## src/shared/gauge_ctrl_consts.vh

```
// Purpose : constants of the gauge control/status register
// Assumes : register port decoded by the serial slave logic
// Notes   : definitions only
`ifndef GAUGE_CTRL_CONSTS_VH
`define GAUGE_CTRL_CONSTS_VH
`define CTRL_ADDR        8'h01
`define BIT_PIN_LEVEL    0
`define BIT_PIN_DRIVE    0
`define BIT_ACC_CLEAR    1
`define BIT_CUR_DONE     2
`define BIT_VOLT_DONE    3
`define BIT_POR_DETECT   4
`define BIT_LOW_CHARGE   5
`define BIT_LOW_VOLTAGE  6
`define RST_PIN_DRIVE    1'b1
`define RST_POR_DETECT   1'b1
`define RST_RDATA        8'h00
`define RST_FLAG         1'b0
`define RST_PIN_OE_N     1'b1
`endif

```

## src/core/gauge_control_status_register.v

```verilog
// Purpose : control and status register of the battery gauge
// Assumes : reg_addr/reg_wdata/reg_wr/reg_rd come from the serial slave,
//           one-cycle strobes synchronous to core_clk
// Notes   : rst is the power-on reset; soft reset is an output
`include "gauge_ctrl_consts.vh"
`default_nettype none
module gauge_control_status_register (
  input  wire       core_clk,
  input  wire       rst,
  input  wire [7:0] reg_addr,
  input  wire [7:0] reg_wdata,
  input  wire       reg_wr,
  input  wire       reg_rd,
  input  wire       alarm_function_enable,
  input  wire       cur_conv_end,
  input  wire       volt_conv_end,
  input  wire       low_charge_cond,
  input  wire       low_voltage_cond,
  input  wire       alarm_pin_in,
  output reg  [7:0] reg_rdata,
  output reg        alarm_pin_out,
  output reg        alarm_pin_oe_n,
  output reg        accumulator_clear,
  output reg        soft_reset
);
  // decoded strobes and qualified alarm events
  wire       hit_wr;
  wire       hit_rd;
  wire       low_charge_ev;
  wire       low_voltage_ev;
  wire       low_charge_clr;
  wire       low_voltage_clr;
  wire       pull_low;

  // register state beside its next value
  reg        alarm_pin_drive_reg;
  reg        alarm_pin_drive_next;
  reg        power_on_detect_reg;
  reg        power_on_detect_next;
  reg        current_conv_done_reg;
  reg        current_conv_done_next;
  reg        voltage_conv_done_reg;
  reg        voltage_conv_done_next;
  reg        low_charge_alarm_flag_reg;
  reg        low_charge_alarm_flag_next;
  reg        low_voltage_alarm_flag_reg;
  reg        low_voltage_alarm_flag_next;
  reg        soft_reset_next;
  reg        accumulator_clear_next;
  reg        alarm_pin_oe_n_next;
  reg  [7:0] rdata_next;

  // one decoder serves both strobes, so read and write share an address
  function ctrl_hit(input strobe, input [7:0] addr);
    ctrl_hit = strobe && (addr == `CTRL_ADDR);
  endfunction

  // set beats clear, so an event in the clearing cycle is never lost
  function flag_update(input cur, input set, input clr);
    flag_update = set ? 1'b1 : (clr ? 1'b0 : cur);
  endfunction

  // bits 1 and 7 have no read source and always return 0
  function [7:0] status_byte(input pin_level, input cur_done,
                             input volt_done, input por,
                             input low_charge, input low_voltage);
    status_byte = ({7'h00, pin_level}   << `BIT_PIN_LEVEL)   |
                  ({7'h00, cur_done}    << `BIT_CUR_DONE)    |
                  ({7'h00, volt_done}   << `BIT_VOLT_DONE)   |
                  ({7'h00, por}         << `BIT_POR_DETECT)  |
                  ({7'h00, low_charge}  << `BIT_LOW_CHARGE)  |
                  ({7'h00, low_voltage} << `BIT_LOW_VOLTAGE);
  endfunction

  assign hit_wr = ctrl_hit(reg_wr, reg_addr);
  assign hit_rd = ctrl_hit(reg_rd, reg_addr);

  // alarm conditions are ignored unless the mode register enables them
  assign low_charge_ev  = alarm_function_enable && low_charge_cond;
  assign low_voltage_ev = alarm_function_enable && low_voltage_cond;

  // writing 1 to an alarm bit keeps it; only a written 0 clears
  assign low_charge_clr  = hit_wr && !reg_wdata[`BIT_LOW_CHARGE];
  assign low_voltage_clr = hit_wr && !reg_wdata[`BIT_LOW_VOLTAGE];

  // open drain: the pin is only ever pulled low, never driven high
  assign pull_low = !alarm_pin_drive_reg || low_charge_alarm_flag_reg ||
                    low_voltage_alarm_flag_reg;

  always @* begin
    rdata_next = reg_rdata;
    if (hit_rd)
      rdata_next = status_byte(alarm_pin_in, current_conv_done_reg,
                               voltage_conv_done_reg, power_on_detect_reg,
                               low_charge_alarm_flag_reg,
                               low_voltage_alarm_flag_reg);
  end

  always @* begin
    alarm_pin_drive_next = alarm_pin_drive_reg;
    power_on_detect_next = power_on_detect_reg;
    soft_reset_next      = soft_reset;
    if (hit_wr) begin
      alarm_pin_drive_next = reg_wdata[`BIT_PIN_DRIVE];
      power_on_detect_next = reg_wdata[`BIT_POR_DETECT];
      soft_reset_next      = reg_wdata[`BIT_POR_DETECT];
    end
  end

  // the clear is a one-cycle pulse, so the bit behaves as self-clearing
  always @* begin
    accumulator_clear_next = hit_wr && reg_wdata[`BIT_ACC_CLEAR];
  end

  // a completion in the read cycle survives the read-clear
  always @* begin
    current_conv_done_next = flag_update(current_conv_done_reg,
                                         cur_conv_end, hit_rd);
  end

  always @* begin
    voltage_conv_done_next = flag_update(voltage_conv_done_reg,
                                         volt_conv_end, hit_rd);
  end

  // a held condition keeps its flag set through a clearing write while alarm_function_enable is high
  always @* begin
    low_charge_alarm_flag_next = flag_update(low_charge_alarm_flag_reg,
                                             low_charge_ev,
                                             low_charge_clr);
  end

  always @* begin
    low_voltage_alarm_flag_next = flag_update(low_voltage_alarm_flag_reg,
                                              low_voltage_ev,
                                              low_voltage_clr);
  end

  always @* begin
    alarm_pin_oe_n_next = !pull_low;
  end

  // read data is taken at the read edge and held until the next read hit
  always @(posedge core_clk) begin
    if (rst)
      reg_rdata <= `RST_RDATA;
    else
      reg_rdata <= rdata_next;
  end

  always @(posedge core_clk) begin
    if (rst)
      alarm_pin_drive_reg <= `RST_PIN_DRIVE;
    else
      alarm_pin_drive_reg <= alarm_pin_drive_next;
  end

  // the power-on reset or a write with bit 4 set sets this; soft reset leaves the register alone
  always @(posedge core_clk) begin
    if (rst)
      power_on_detect_reg <= `RST_POR_DETECT;
    else
      power_on_detect_reg <= power_on_detect_next;
  end

  // soft reset is a level for the rest of the device to act on
  always @(posedge core_clk) begin
    if (rst)
      soft_reset <= `RST_FLAG;
    else
      soft_reset <= soft_reset_next;
  end

  always @(posedge core_clk) begin
    if (rst)
      accumulator_clear <= `RST_FLAG;
    else
      accumulator_clear <= accumulator_clear_next;
  end

  always @(posedge core_clk) begin
    if (rst)
      current_conv_done_reg <= `RST_FLAG;
    else
      current_conv_done_reg <= current_conv_done_next;
  end

  always @(posedge core_clk) begin
    if (rst)
      voltage_conv_done_reg <= `RST_FLAG;
    else
      voltage_conv_done_reg <= voltage_conv_done_next;
  end

  always @(posedge core_clk) begin
    if (rst)
      low_charge_alarm_flag_reg <= `RST_FLAG;
    else
      low_charge_alarm_flag_reg <= low_charge_alarm_flag_next;
  end

  always @(posedge core_clk) begin
    if (rst)
      low_voltage_alarm_flag_reg <= `RST_FLAG;
    else
      low_voltage_alarm_flag_reg <= low_voltage_alarm_flag_next;
  end

  // registered enable keeps the pin free of decode glitches
  always @(posedge core_clk) begin
    if (rst)
      alarm_pin_oe_n <= `RST_PIN_OE_N;
    else
      alarm_pin_oe_n <= alarm_pin_oe_n_next;
  end

  // the pin never sees a high drive; the pull-up supplies the high level
  always @(posedge core_clk) begin
    if (rst)
      alarm_pin_out <= `RST_FLAG;
    else
      alarm_pin_out <= 1'b0;
  end
endmodule
`default_nettype wire

```

## config.mk

```make
export PLATFORM = sky130hd
export DESIGN_NAME = gauge_control_status_register
export DESIGN_NICKNAME = d
export VERILOG_FILES = /design/src/core/gauge_control_status_register.v
export VERILOG_INCLUDE_DIRS = /design/src /design/src/shared
export SDC_FILE = /design/constraint.sdc
export NUM_CORES = 1
export LEC_CHECK = 0
export BUFFER_PORTS_ARGS = -buffer_cell sky130_fd_sc_hd__buf_2
export CAP_MARGIN = 10
export CORE_AREA = 4 4 49 51
export DETAILED_ROUTE_END_ITERATION = 16
export DIE_AREA = 0 0 53 55
export GPL_TIMING_DRIVEN = 1
export SLEW_MARGIN = 20
export SYNTH_ARGS = -nofsm -noshare
export SYNTH_HDL_FRONTEND = slang
export SYNTH_SLANG_ARGS = --single-unit
```

## constraint.sdc

```tcl
create_clock -name core_clk -period 2.8 [get_ports core_clk]
set_clock_uncertainty 0.2 [all_clocks]
set_input_delay 0.14 -clock core_clk [delete_from_list [all_inputs] [get_ports core_clk]]
set_output_delay 0.14 -clock core_clk [all_outputs]
set_load 0.05 [all_outputs]
```

==> summary by stage, run 1 <==
Run status
The run finished with clean final reports.

Clock network
The CTS buffer count is 3. The H-tree depth is 1. The later-pin clock latency in the skew report is 270 ps. The tree is rooted in a clkbuf_4. Clock-pin slew was measured on the worst setup and hold paths at 90 ps. The CTS tree is yes.

No sink is reached through more buffers than the 2 on the longest clock path. The count of clock tree sinks is 15.

Layout
Relative to the synthesized area, the layout overhead comes to 56.1%. At the end of the flow the core is filled with cells to 53.1%. 0 antenna diodes ended up in the layout.

The flip-flop count of the largest register, all copies and words added is 6. The fraction of final layout cells sized beyond drive strength 1 is 31.7%. For this run, the post-layout net count is 147.

In the layout the commonest cells are 31 x buf_2, 19 x dlygate4sd3_1, 15 x dfxtp_1. The register with the most flip-flops in the final layout is reg_rdata. The most common cell after layout, fill and taps aside is buf_2.

After filler insertion, the fill cell instance count of the layout stands at 191.

Synth
The total number of yosys warnings is 0. The post-synthesis sequential area ratio is 45.5%. The fraction of synthesized cell area in xor and xnor cells is 0%. The synthesized-area fraction occupied by adder cells is 0%.

The number of standard cells after synthesis is 70. A synthesized cell averages 9.44 um2. The main combinational cell family by area after synthesis is simple AND/OR/NAND/NOR gates. The share of the synthesized area in compound gates (AO/OA/AOI/OAI) is 18.6%. The number of distinct standard cells referenced by the synthesized netlist is 25. After Yosys synthesis, and, or, nand and nor cells account for 22.2% of the synthesized area. In this run, synthesis produced a sequential element count of 15. The multiplexer share of the synthesized area is 4.55%. After synthesis the cells add up to 661 um2.

Power and ir drop
The power density over cell area is 398 nW/um2. Summed over all cells, the static leakage comes to 0.468 nW. The worst-case IR drop observed on VDD is 0.307 mV.

GRT
The total grt overflow is 0. The number of antenna violations at the first check in global routing is 0. The global-route total usage across every layer is 13.1%. The via count of the first global-routing pass is 668. The pin count of the biggest net entering global routing is 11. The first global-routing pass estimated 2830 um of wire.

Timing
At the pin with the least slew margin, the transition time is 541 ps. Setup total negative slack on the finished layout was measured at 0 ps. The number of endpoints with negative hold slack in the final report came to 0. The final period utilization is 91.5%.

In the post-route analysis, the smallest setup slack over all paths is 239 ps. The timing-limited maximum frequency is 390 MHz. For the finished layout, the period the worst path requires is 2560 ps.

Setup repair after global routing left no endpoint under its margin. Setup violations remaining at the end of the flow were counted as 0. The max-slew headroom at the worst pin is 63.7%. The number of pins with negative max-slew slack in the final report came to 0.

Hold path
The class of the most critical hold timing path is in -> reg.

Detailed routing
The DRC violation count after routing is 0. Using the TritonRoute via totals, the vias-per-cell ratio works out to 4.70. The per-cell routed wire length is 10.9 um.

Detailed routing inserted a total of 691 vias. The first-pass iteration count of the detailed router is 4. Summed over all layers, the routed wires come to 1600 um. The count of nets left with antenna violations once routing finished came out at 0. For this block, the initial DRC count from the detailed router was 7.

Critical path
In this run the worst path has a maximum fanout of 6. Among the stages of the critical path, the cell type that occurs most often is dlygate4sd3_1. Walking the worst path, the cells encountered are dlygate4sd3_1 -> buf_2 -> nor4_2 -> nand4_1 -> dlygate4sd3_1 -> a21oi_1 -> dlygate4sd3_1. The required time reported for the critical path endpoint is 2820 ps. The critical path is of the in -> reg type. The largest incremental delay on the critical path is 580 ps. STA classifies the critical path startpoint as a primary input. The slowest stage of the critical path is the dlygate4sd3_1 cell. Data arrives at the worst endpoint at 2580 ps. STA classifies the critical path endpoint as a flip-flop.

Placement
The HPWL after detailed placement is 1190 um. At the placement stage, the worst setup path has a slack of 1100 ps. The routability congestion estimate from global placement is 0.755.

The total of buffers placed on input and output ports is 31.

Floorplanning
The overall die width is 53 um. The overall die height is 55 um. Once the floorplan was initialized, standard cells occupied 34.0% of the core. The area of the die is 2920 um2. The standard cell core area is 1940 um2. The I/O pin count is 38. The floorplan has 16 rows.

Run
The tool flagged a number of max-cap violations equal to 0.
stage by stage:
| stage | std cells | cell area [um2] | total power, W | hold slack [ps] |
|---|---|---|---|---|
| 2_1_floorplan | 72 | 668 | 0.000261 | 56.9 |
| 3_3_place_gp | 124 | 815 | 0.000279 | 146 |
| 3_5_place_dp | 124 | 815 | 0.000280 | 156 |
| 4_1_cts | 147 | 1030 | 0.000422 | 0.434 |
| 5_1_grt | 147 | 1030 | 0.000435 | 20.7 |
| 6_report | 147 | 1030 | 0.000410 | 13.8 |
critical path, delay by kind of cell:
| kind | cells | cell delay [ps] |
|---|---|---|
| compound gates | 1 | 120 |
| simple gates | 2 | 540 |
| buf+inv | 4 | 1780 |
per-layer routing:
metal / GRT usage [%] / up-vias / part of all wire, %
met5: 0 / - / 0
met4: 3.83 / 0 / 0.50
li1: - / 355 / -
met2: 23.6 / 15 / 52
met3: 3.49 / 2 / 5.5
met1: 15.2 / 319 / 42
timing repair:
| action | CTS | global route |
|---|---|---|
| resized for setup | 0 | 0 |
| setup buffers | 0 | 0 |
| hold buffers | 19 | 0 |
| endpoints found under the hold margin | 12 | 0 |
final timing paths:
kind | to | slack (ps) | depth (start not counted) | startpoint
worst max-delay path | reg_rdata[0]$_SDFFE_PP0P_ | 240 | 7 | reg_addr[2]
worst min register to register | alarm_pin_oe_n$_SDFF_PP1_ | 260 | 2 | alarm_pin_drive_reg$_SDFFE_PP1P_
worst min-delay path | power_on_detect_reg$_SDFFE_PP1P_ | 10 | 3 | reg_wr
worst max register to register | low_charge_alarm_flag_reg$_SDFFE_PP0P_ | 1360 | 3 | low_charge_alarm_flag_reg$_SDFFE_PP0P_
cell families (layout without fill, tap and decap cells):
logic type	Yosys count	after routing
and+or+nand+nor	22	22
AOI/OAI and AO/OA	19	19
DFF	15	15
buffers and inverters	10	58
muxes	3	3
other	1	3
where the power goes:
group          leakage (nW)   total, W  switching (W)  internal, W
clock                0.0150   0.000118      0.0000634    0.0000551
sequential            0.122   0.000222     0.00000275     0.000219
combinational         0.331  0.0000701      0.0000367    0.0000334
total                 0.468   0.000410       0.000103     0.000308
cell usage after synthesis:
library cell | number | area [um2]
o211ai_1 | 1 | 7.51
conb_1 | 1 | 3.75
nand2_1 | 6 | 22.5
and3_1 | 1 | 6.26
nor2_1 | 3 | 11.3
buf_4 | 3 | 22.5
or4_4 | 1 | 11.3
a21oi_1 | 9 | 45.0
dfxtp_1 | 15 | 300
nand3_1 | 1 | 5.00
inv_1 | 3 | 11.3
clkinv_1 | 1 | 3.75
nor3_1 | 1 | 5.00
nor4b_2 | 1 | 15.0
or4b_1 | 1 | 10.0
nor4_2 | 1 | 12.5
buf_2 | 1 | 5.00
a211oi_1 | 2 | 15.0
buf_6 | 1 | 11.3
o2bb2ai_1 | 2 | 17.5
nand4_1 | 5 | 31.3
mux2i_1 | 3 | 30.0
nor3_4 | 1 | 16.3
clkbuf_1 | 1 | 3.75
o31ai_1 | 5 | 37.5
final cells by class:
class	count	area (um2)	area share (%)
well taps	27	33.8	3.28
repair buffers	50	345	33.5
multi-input cells	47	310	30.1
inverters	4	15.0	1.46
flip-flops and latches	15	300	29.1
clock buffers	4	26.3	2.55
Power figures use the tool's default switching activity.
==> run 2, diff against run 1 <==
- CTS_BUF_LIST: not set -> sky130_fd_sc_hd__clkbuf_2 sky130_fd_sc_hd__clkbuf_4 sky130_fd_sc_hd__clkbuf_8
- SLEW_MARGIN: 20 -> 5
- clock period: 2.8 -> 3.05 ns (I/O delays scaled with it)
==> run 2 against run 1 <==
Power is 6.7% lower. Wire length is 6.6% higher. Core utilization decreased by 0.45 points. Sequential share of layout area increased by 0.25 points. Flip-flop and latch count stayed put. Die area unchanged. Clock power barely moved. Combinational power is 11% lower. First-iteration DRC count down 43%. Final area shrank 0.85%. Setup slack improved by 680 ps. Critical path type unchanged.
==> summary by stage, run 2 (synthesized netlist as in run 1, its figures left out) <==
Layout
The library cell used most frequently in the layout, excluding fill and tap cells, is buf_2. The antenna diode count is 0 (unchanged). The total number of nets in the final design came to 146 (-0.68%). The flip-flop count of the largest register, all copies and words added is 6 (unchanged). reg_rdata holds more flip-flops than any other register.

The fraction of final layout cells sized beyond drive strength 1 was 32.8% (+1.1 points). The top cell types in the final layout, fill and taps aside, are 31 x buf_2, 18 x dlygate4sd3_1, 15 x dfxtp_1. The count of placed standard cells in the final layout, fillers left out was 146 (-0.68%). The area added between synthesis and finish is 54.7%.

Clock network
The CTS clock-pin slew for the worst setup and hold paths is 90 ps (about the same). The later-pin clock latency in the skew report is 290 ps (+20 ps). The H-tree depth is 1 (unchanged). The number of gates given a new drive strength after cts was 0 (unchanged).

The maximum number of buffers from clock root to sink is 2 (unchanged). The post-CTS setup repair buffer count is 0 (unchanged). The count of clock tree sinks is 15 (unchanged). The CTS buffer count is 3 (unchanged). The CTS tree is yes. Clock tree synthesis selected as its root buffer the cell clkbuf_4.

Critical path
The sum of buffers and inverters on the critical path was 3 (-1). In this run the worst setup path terminates at reg_rdata[0]$_SDFFE_PP0P_. The data arrival time of the critical path is 2170 ps (-410 ps). The cell count of the worst reg-to-reg path came to 3 (unchanged). The destination of the worst register-to-register timing path is reg_rdata[5]$_SDFFE_PP0P_.

The critical path start-end classification is in -> reg. Counting stages on the worst path, the most repeated cell is dlygate4sd3_1. The critical-path cell with the highest stage delay is dlygate4sd3_1. The required time reported for the critical path endpoint is 3090 ps (+270 ps). The critical path capture point type is a flip-flop.

Walking the worst path, the cells encountered are buf_2 -> nor4b_2 -> nand4_1 -> dlygate4sd3_1 -> a21oi_1 -> dlygate4sd3_1. The largest incremental delay on the critical path is 580 ps (about the same). The type of element launching the critical path is a primary input. The largest fanout on the critical path is 6 (unchanged). The critical path starts at reg_addr[1]. The minimum setup slack among reg-to-reg paths is 1570 ps (+210 ps). On the critical path the largest part of the delay comes from buffers and inverters. In this run the critical register-to-register path is launched from low_charge_alarm_flag_reg$_SDFFE_PP0P_. The total stage count of the critical path is 6 (-1).

Power and ir drop
The overall power consumption is 0.000383 W (-6.7%). The power density over cell area is 375 nW/um2 (-5.9%). The reported leakage power is 0.464 nW (-1.1%). The maximum ir drop on the vdd rail is 0.262 mV (-15%).

Timing
The total of endpoints with negative setup slack in the final report came to 0 (unchanged). Setup repair after global routing left no endpoint under its margin. The number of endpoints with negative hold slack in the final report is 0 (unchanged). The slew of the pin with the lowest slew margin is 527 ps (-13.2 ps).

The minimum clock period is 2130 ps. The final critical path takes up 69.8% of the cycle. The number of pins with negative max-slew slack in the final report is 0 (unchanged). The timing-limited maximum frequency is 470 MHz.

The final sum of negative setup slack is 0 ps (unchanged). The max-slew headroom at the worst pin is 64.5% (+0.88 points).

Detailed routing
The first-pass iteration count of the detailed router is 2 (-2). The DRC violation count after routing came to 0 (unchanged). The per-cell routed wire length is 11.7 um (+7.4%).

The overall routed net length came to 1700 um (+6.6%). The remaining antenna violation count is 0 (unchanged). The via-per-instance ratio is 4.77 (+1.4%). The number of vias after detailed routing is 696 (+0.72%). The violation count after the first detailed-routing iteration is 4 (-3).

GRT
The global-route total usage across every layer is 14.0% (+0.91 points). The first-pass GRT wire length is 2850 um (+0.71%). The number of antenna violations at the first check in global routing is 0 (unchanged).

The total grt overflow is 0 (unchanged). The via count of the first global-routing pass is 655 (-1.9%). The pin count of the biggest net entering global routing is 11 (unchanged).

Run
The max-capacitance violation count is 0 (unchanged).

Floorplanning
The overall die width came to 53 um (unchanged). The area of the die is 2920 um2 (unchanged). The row count is 16 (unchanged).

The initial standard-cell utilization of the core came to 34.0% (unchanged). The overall die height came to 55 um (unchanged). The I/O pin count came to 38 (unchanged). The standard cell core area came to 1940 um2 (unchanged).

Hold path
The class of the most critical hold timing path is in -> reg. The cell depth of the worst hold path was 3 (unchanged).

Placement
The number of placed cells counting well taps is 124 (unchanged). The routability congestion estimate from global placement was 0.755 (-0.12%). The HPWL after detailed placement is 1210 um (+1.3%). The total of buffers placed on input and output ports is 31 (unchanged).

Run status
The run finished with clean final reports.
[run 2: cell types whose count changed in the layout (fill, tap and decap cells not counted)]
cell	delta
clkinv_2	+1
clkbuf_1	-1
dlygate4sd3_1	-1
[run 2: worst min-delay path by stage]
stage,endpoint,slack (ps),startpoint
2_1_floorplan,current_conv_done_reg$_SDFFE_PP0P_,70,cur_conv_end
3_3_place_gp,current_conv_done_reg$_SDFFE_PP0P_,160,cur_conv_end
3_5_place_dp,current_conv_done_reg$_SDFFE_PP0P_,170,cur_conv_end
4_1_cts,reg_rdata[4]$_SDFFE_PP0P_,3,reg_addr[2]
5_1_grt,power_on_detect_reg$_SDFFE_PP1P_,20,reg_wr
6_report,power_on_detect_reg$_SDFFE_PP1P_,10,reg_wr
[run 2: timing repair]
item                                    CTS  global route
hold endpoints to repair                 12             0
hold buffers                             18             0
endpoints found under the setup margin    0             0
[run 2: tightest hold or removal path, cell delays in order]
cell,delay (ps)
buf_2,90
nand4_1,110
o211ai_1,110
[run 2: stage by stage]
step | setup WS [ps] | hold slack [ps] | utilization (%) | cell area (um2)
after global routing | 760 | 20.2 | 52.6 | 1020
after floorplan | 1570 | 69.4 | - | 668
after detailed placement | 1330 | 169 | 41.9 | 815
final | 921 | 10.4 | 52.6 | 1020
after global placement | 1350 | 159 | 41.9 | 815
after CTS | 932 | 3.01 | 52.6 | 1020
[run 2: layer usage]
metal / vias up / global-route usage, % / share of wire, %
met5: - / 0 / 0
met4: 0 / 7.66 / 1.2
met3: 4 / 4.02 / 4.8
met2: 17 / 24.6 / 53
met1: 322 / 15.2 / 41
li1: 353 / - / -
[run 2: area by class of cell]
cell class | instances | area, um2
well taps | 27 | 33.8
clock inverters | 1 | 5.00
inverters | 4 | 15.0
fillers | 187 | 920
clock buffers | 3 | 22.5
flip-flops and latches | 15 | 300
repair buffers | 49 | 335
multi-input cells | 47 | 310
[run 2: where the power goes]
| part | total [W] | internal (W) | switching [W] |
|---|---|---|---|
| combinational | 0.0000623 | 0.0000288 | 0.0000335 |
| clock | 0.000117 | 0.0000488 | 0.0000681 |
| sequential | 0.000204 | 0.000201 | 0.00000251 |
==> run 3, diff against run 2 <==
- PLACE_DENSITY: not set -> 0.66
- clock period: 3.05 -> 1.7 ns (I/O delays scaled with it)
==> run 3 against run 2 <==
Core utilization up 1.4 points. Global-route usage shrank 0.74 points. Critical path depth decreased by 1. Power grew 84%. Clock power increased by 85%. First-iteration DRC count grew to 2.8 times the previous value. Final area increased by 2.7%. Non-clock buffer count is 3 higher. Largest cell class unchanged. Highest routed layer unchanged.
==> summary by stage, run 3 (synthesized netlist as in run 1, its figures left out) <==
Run status
The run finished with clean final reports.

Floorplanning
The initial standard-cell utilization of the core is 34.0% (unchanged). The overall die width is 53 um (unchanged). The overall die height was 55 um (unchanged). The I/O pin count was 38 (unchanged). The area of the die is 2920 um2 (unchanged).

The standard cell core area is 1940 um2 (unchanged). The row count is 16 (unchanged).

Critical path
The endpoint identified for the worst register-to-register timing path is low_voltage_alarm_flag_reg$_SDFFE_PP0P_. The required time reported for the critical path endpoint was 1670 ps (-1420 ps). The data arrival time of the critical path is 1540 ps (-630 ps). STA classifies the critical path endpoint as a flip-flop.

The worst flop-to-flop path startpoint is low_voltage_alarm_flag_reg$_SDFFE_PP0P_. The minimum setup slack among reg-to-reg paths was 250 ps (-1320 ps). The critical path start-end classification is in -> reg. The cell count of the worst reg-to-reg path is 3 (unchanged). The largest fanout on the critical path is 10 (+4). The type of element launching the critical path is a primary input. The timing startpoint of the critical path is rst.

Clock network
The H-tree depth is 1 (unchanged). The CTS buffer count came to 3 (unchanged). The post-CTS setup repair buffer count is 0 (unchanged). The later-pin clock latency in the skew report is 280 ps (about the same). The CTS tree is yes. The CTS clock-pin slew for the worst setup and hold paths was 90 ps (about the same). The clock tree root buffer cell is clkbuf_4. The count of clock tree sinks is 15 (unchanged). The maximum number of buffers from clock root to sink is 2 (unchanged).

Hold path
The cell depth of the worst hold path is 4 (+1). The start point of the worst hold path is reg_addr[1]. For hold timing, the worst endpoint is reg_rdata[3]$_SDFFE_PP0P_. In this run the worst hold path is classified as in -> reg.

Layout
The total number of nets in the final design is 149 (+2.1%). Leaving out fill and tap cells, the most frequent cell in the layout is buf_2. The finished layout cell area is 1050 um2 (+2.7%). The flip-flop count of the largest register, all copies and words added was 6 (unchanged).

The fraction of final layout cells sized beyond drive strength 1 was 33.6% (+0.83 points). Leaving out fill and tap cells, the most frequent cells in the layout are 31 x buf_2, 19 x dlygate4sd3_1, 15 x dfxtp_1. The final core utilization is 54.1% (+1.4 points). The antenna diode count is 0 (unchanged). The register with the most flip-flops in the final layout is reg_rdata.

The area added between synthesis and finish is 58.9%. The count of placed standard cells in the final layout, fillers left out is 149 (+2.1%). The total of fill cells in the finished design was 172 (-8.0%).

Timing
Setup repair after global routing left no endpoint under its margin. The final period utilization is 92.6%. Based on the critical path, the design can be clocked at up to 635 MHz. The total of endpoints with negative setup slack in the final report is 0 (unchanged). The final sum of negative setup slack was 0 ps (unchanged). The post-layout worst setup margin was 126 ps (-796 ps). The number of endpoints with negative hold slack in the final report was 0 (unchanged). The number of pins with negative max-slew slack in the final report is 0 (unchanged).

The minimum clock period is 1570 ps.

GRT
The via count of the first global-routing pass is 691 (+5.5%). The pin count of the biggest net entering global routing came to 11 (unchanged). The global-route total usage across every layer is 13.2% (-0.74 points). The total grt overflow is 0 (unchanged). The first-pass GRT wire length is 2820 um (-0.95%). The number of antenna violations at the first check in global routing was 0 (unchanged).

Placement
The HPWL after detailed placement is 1270 um (+5.1%). The total placed instance area is 830 um2 (+1.8%). The worst setup timing slack at the placement stage is 49.1 ps (-1280 ps). The number of placed cells counting well taps is 126 (+1.6%). The total of buffers placed on input and output ports came to 31 (unchanged). The routability congestion estimate from global placement is 0.778 (+3.1%).

Power and ir drop
The power density over cell area came to 672 nW/um2 (+79%). The fraction of power consumed by the clock network is 30.6% (about the same). The internal power of the cells was 0.000529 W (+90%). The share of power burned in combinational logic came to 17.6% (+1.3 points). The maximum ir drop on the vdd rail is 0.421 mV (+61%). The reported leakage power is 0.474 nW (+2.2%). The share of power burned in registers was 51.7% (-1.5 points).

The net switching fraction of the power is 25.1% (-2.1 points). The net switching power is 0.000177 W (+70%).

Detailed routing
The overall routed net length is 1750 um (+2.8%). The via-per-instance ratio is 4.81 (+0.80%). The number of vias after detailed routing came to 716 (+2.9%). The remaining antenna violation count is 0 (unchanged). The DRC violation count after routing is 0 (unchanged). The first-pass iteration count of the detailed router was 4 (+2).

The per-cell routed wire length is 11.7 um (+0.69%). The violation count after the first detailed-routing iteration is 11 (+7).

Run
The max-capacitance violation count is 0 (unchanged).
[run 3: area by class of cell]
type	count	area (um2)	share of cell area (%)
Inverter	4	15.0	1.43
Multi-Input combinational cell	47	310	29.6
Timing Repair Buffer	52	360	34.3
Sequential cell	15	300	28.6
Tap cell	27	33.8	3.22
Clock buffer	4	30.0	2.86
[run 3: repair_timing]
action                    in CTS  in global routing
hold endpoints to repair      12                  0
resized for setup              0                  0
hold buffers                  19                  0
[run 3: worst max path at each step]
stage	endpoint	slack (ps)	cells after the start
global placement	alarm_pin_drive_reg$_SDFFE_PP1P_	80	4
detailed placement	alarm_pin_drive_reg$_SDFFE_PP1P_	50	4
CTS	low_charge_alarm_flag_reg$_SDFFE_PP0P_	180	5
floorplan	alarm_pin_drive_reg$_SDFFE_PP1P_	290	4
global route	low_voltage_alarm_flag_reg$_SDFFE_PP0P_	70	5
finish	alarm_pin_drive_reg$_SDFFE_PP1P_	130	5
[run 3: worst max-delay path: stages]
cell	delay, ps
dlygate4sd3_1	540
buf_2	180
nor2_1	110
dlygate4sd3_1	560
mux2i_1	70
[run 3: layer usage]
| metal | share of wire (%) | GRT usage (%) | wire length [um] |
|---|---|---|---|
| met1 | 37 | 13.2 | 655 |
| met4 | 1.3 | 5.11 | 22 |
| met2 | 55 | 26.2 | 955 |
| met3 | 6.6 | 3.22 | 115 |
| met5 | 0 | 0 | 0 |
[run 3: power groups by stage]
| stage | sequential (W) | clock (W) | combinational, W |
|---|---|---|---|
| 6_report | 0.000365 | 0.000216 | 0.000124 |
| 5_1_grt | 0.000366 | 0.000239 | 0.000135 |
| 4_1_cts | 0.000365 | 0.000221 | 0.000123 |
| 3_5_place_dp | 0.000373 | 0 | 0.0000900 |
| 3_3_place_gp | 0.000373 | 0 | 0.0000867 |
| 2_1_floorplan | 0.000379 | 0 | 0.0000499 |
[run 3: stage by stage]
| step | hold WS [ps] | total power (W) |
|---|---|---|
| detailed placement | 99.2 | 0.000463 |
| global placement | 89.5 | 0.000460 |
| CTS | 28.7 | 0.000709 |
| finish | 27.7 | 0.000705 |
| floorplan | 1.89 | 0.000429 |
| global route | 41.6 | 0.000741 |
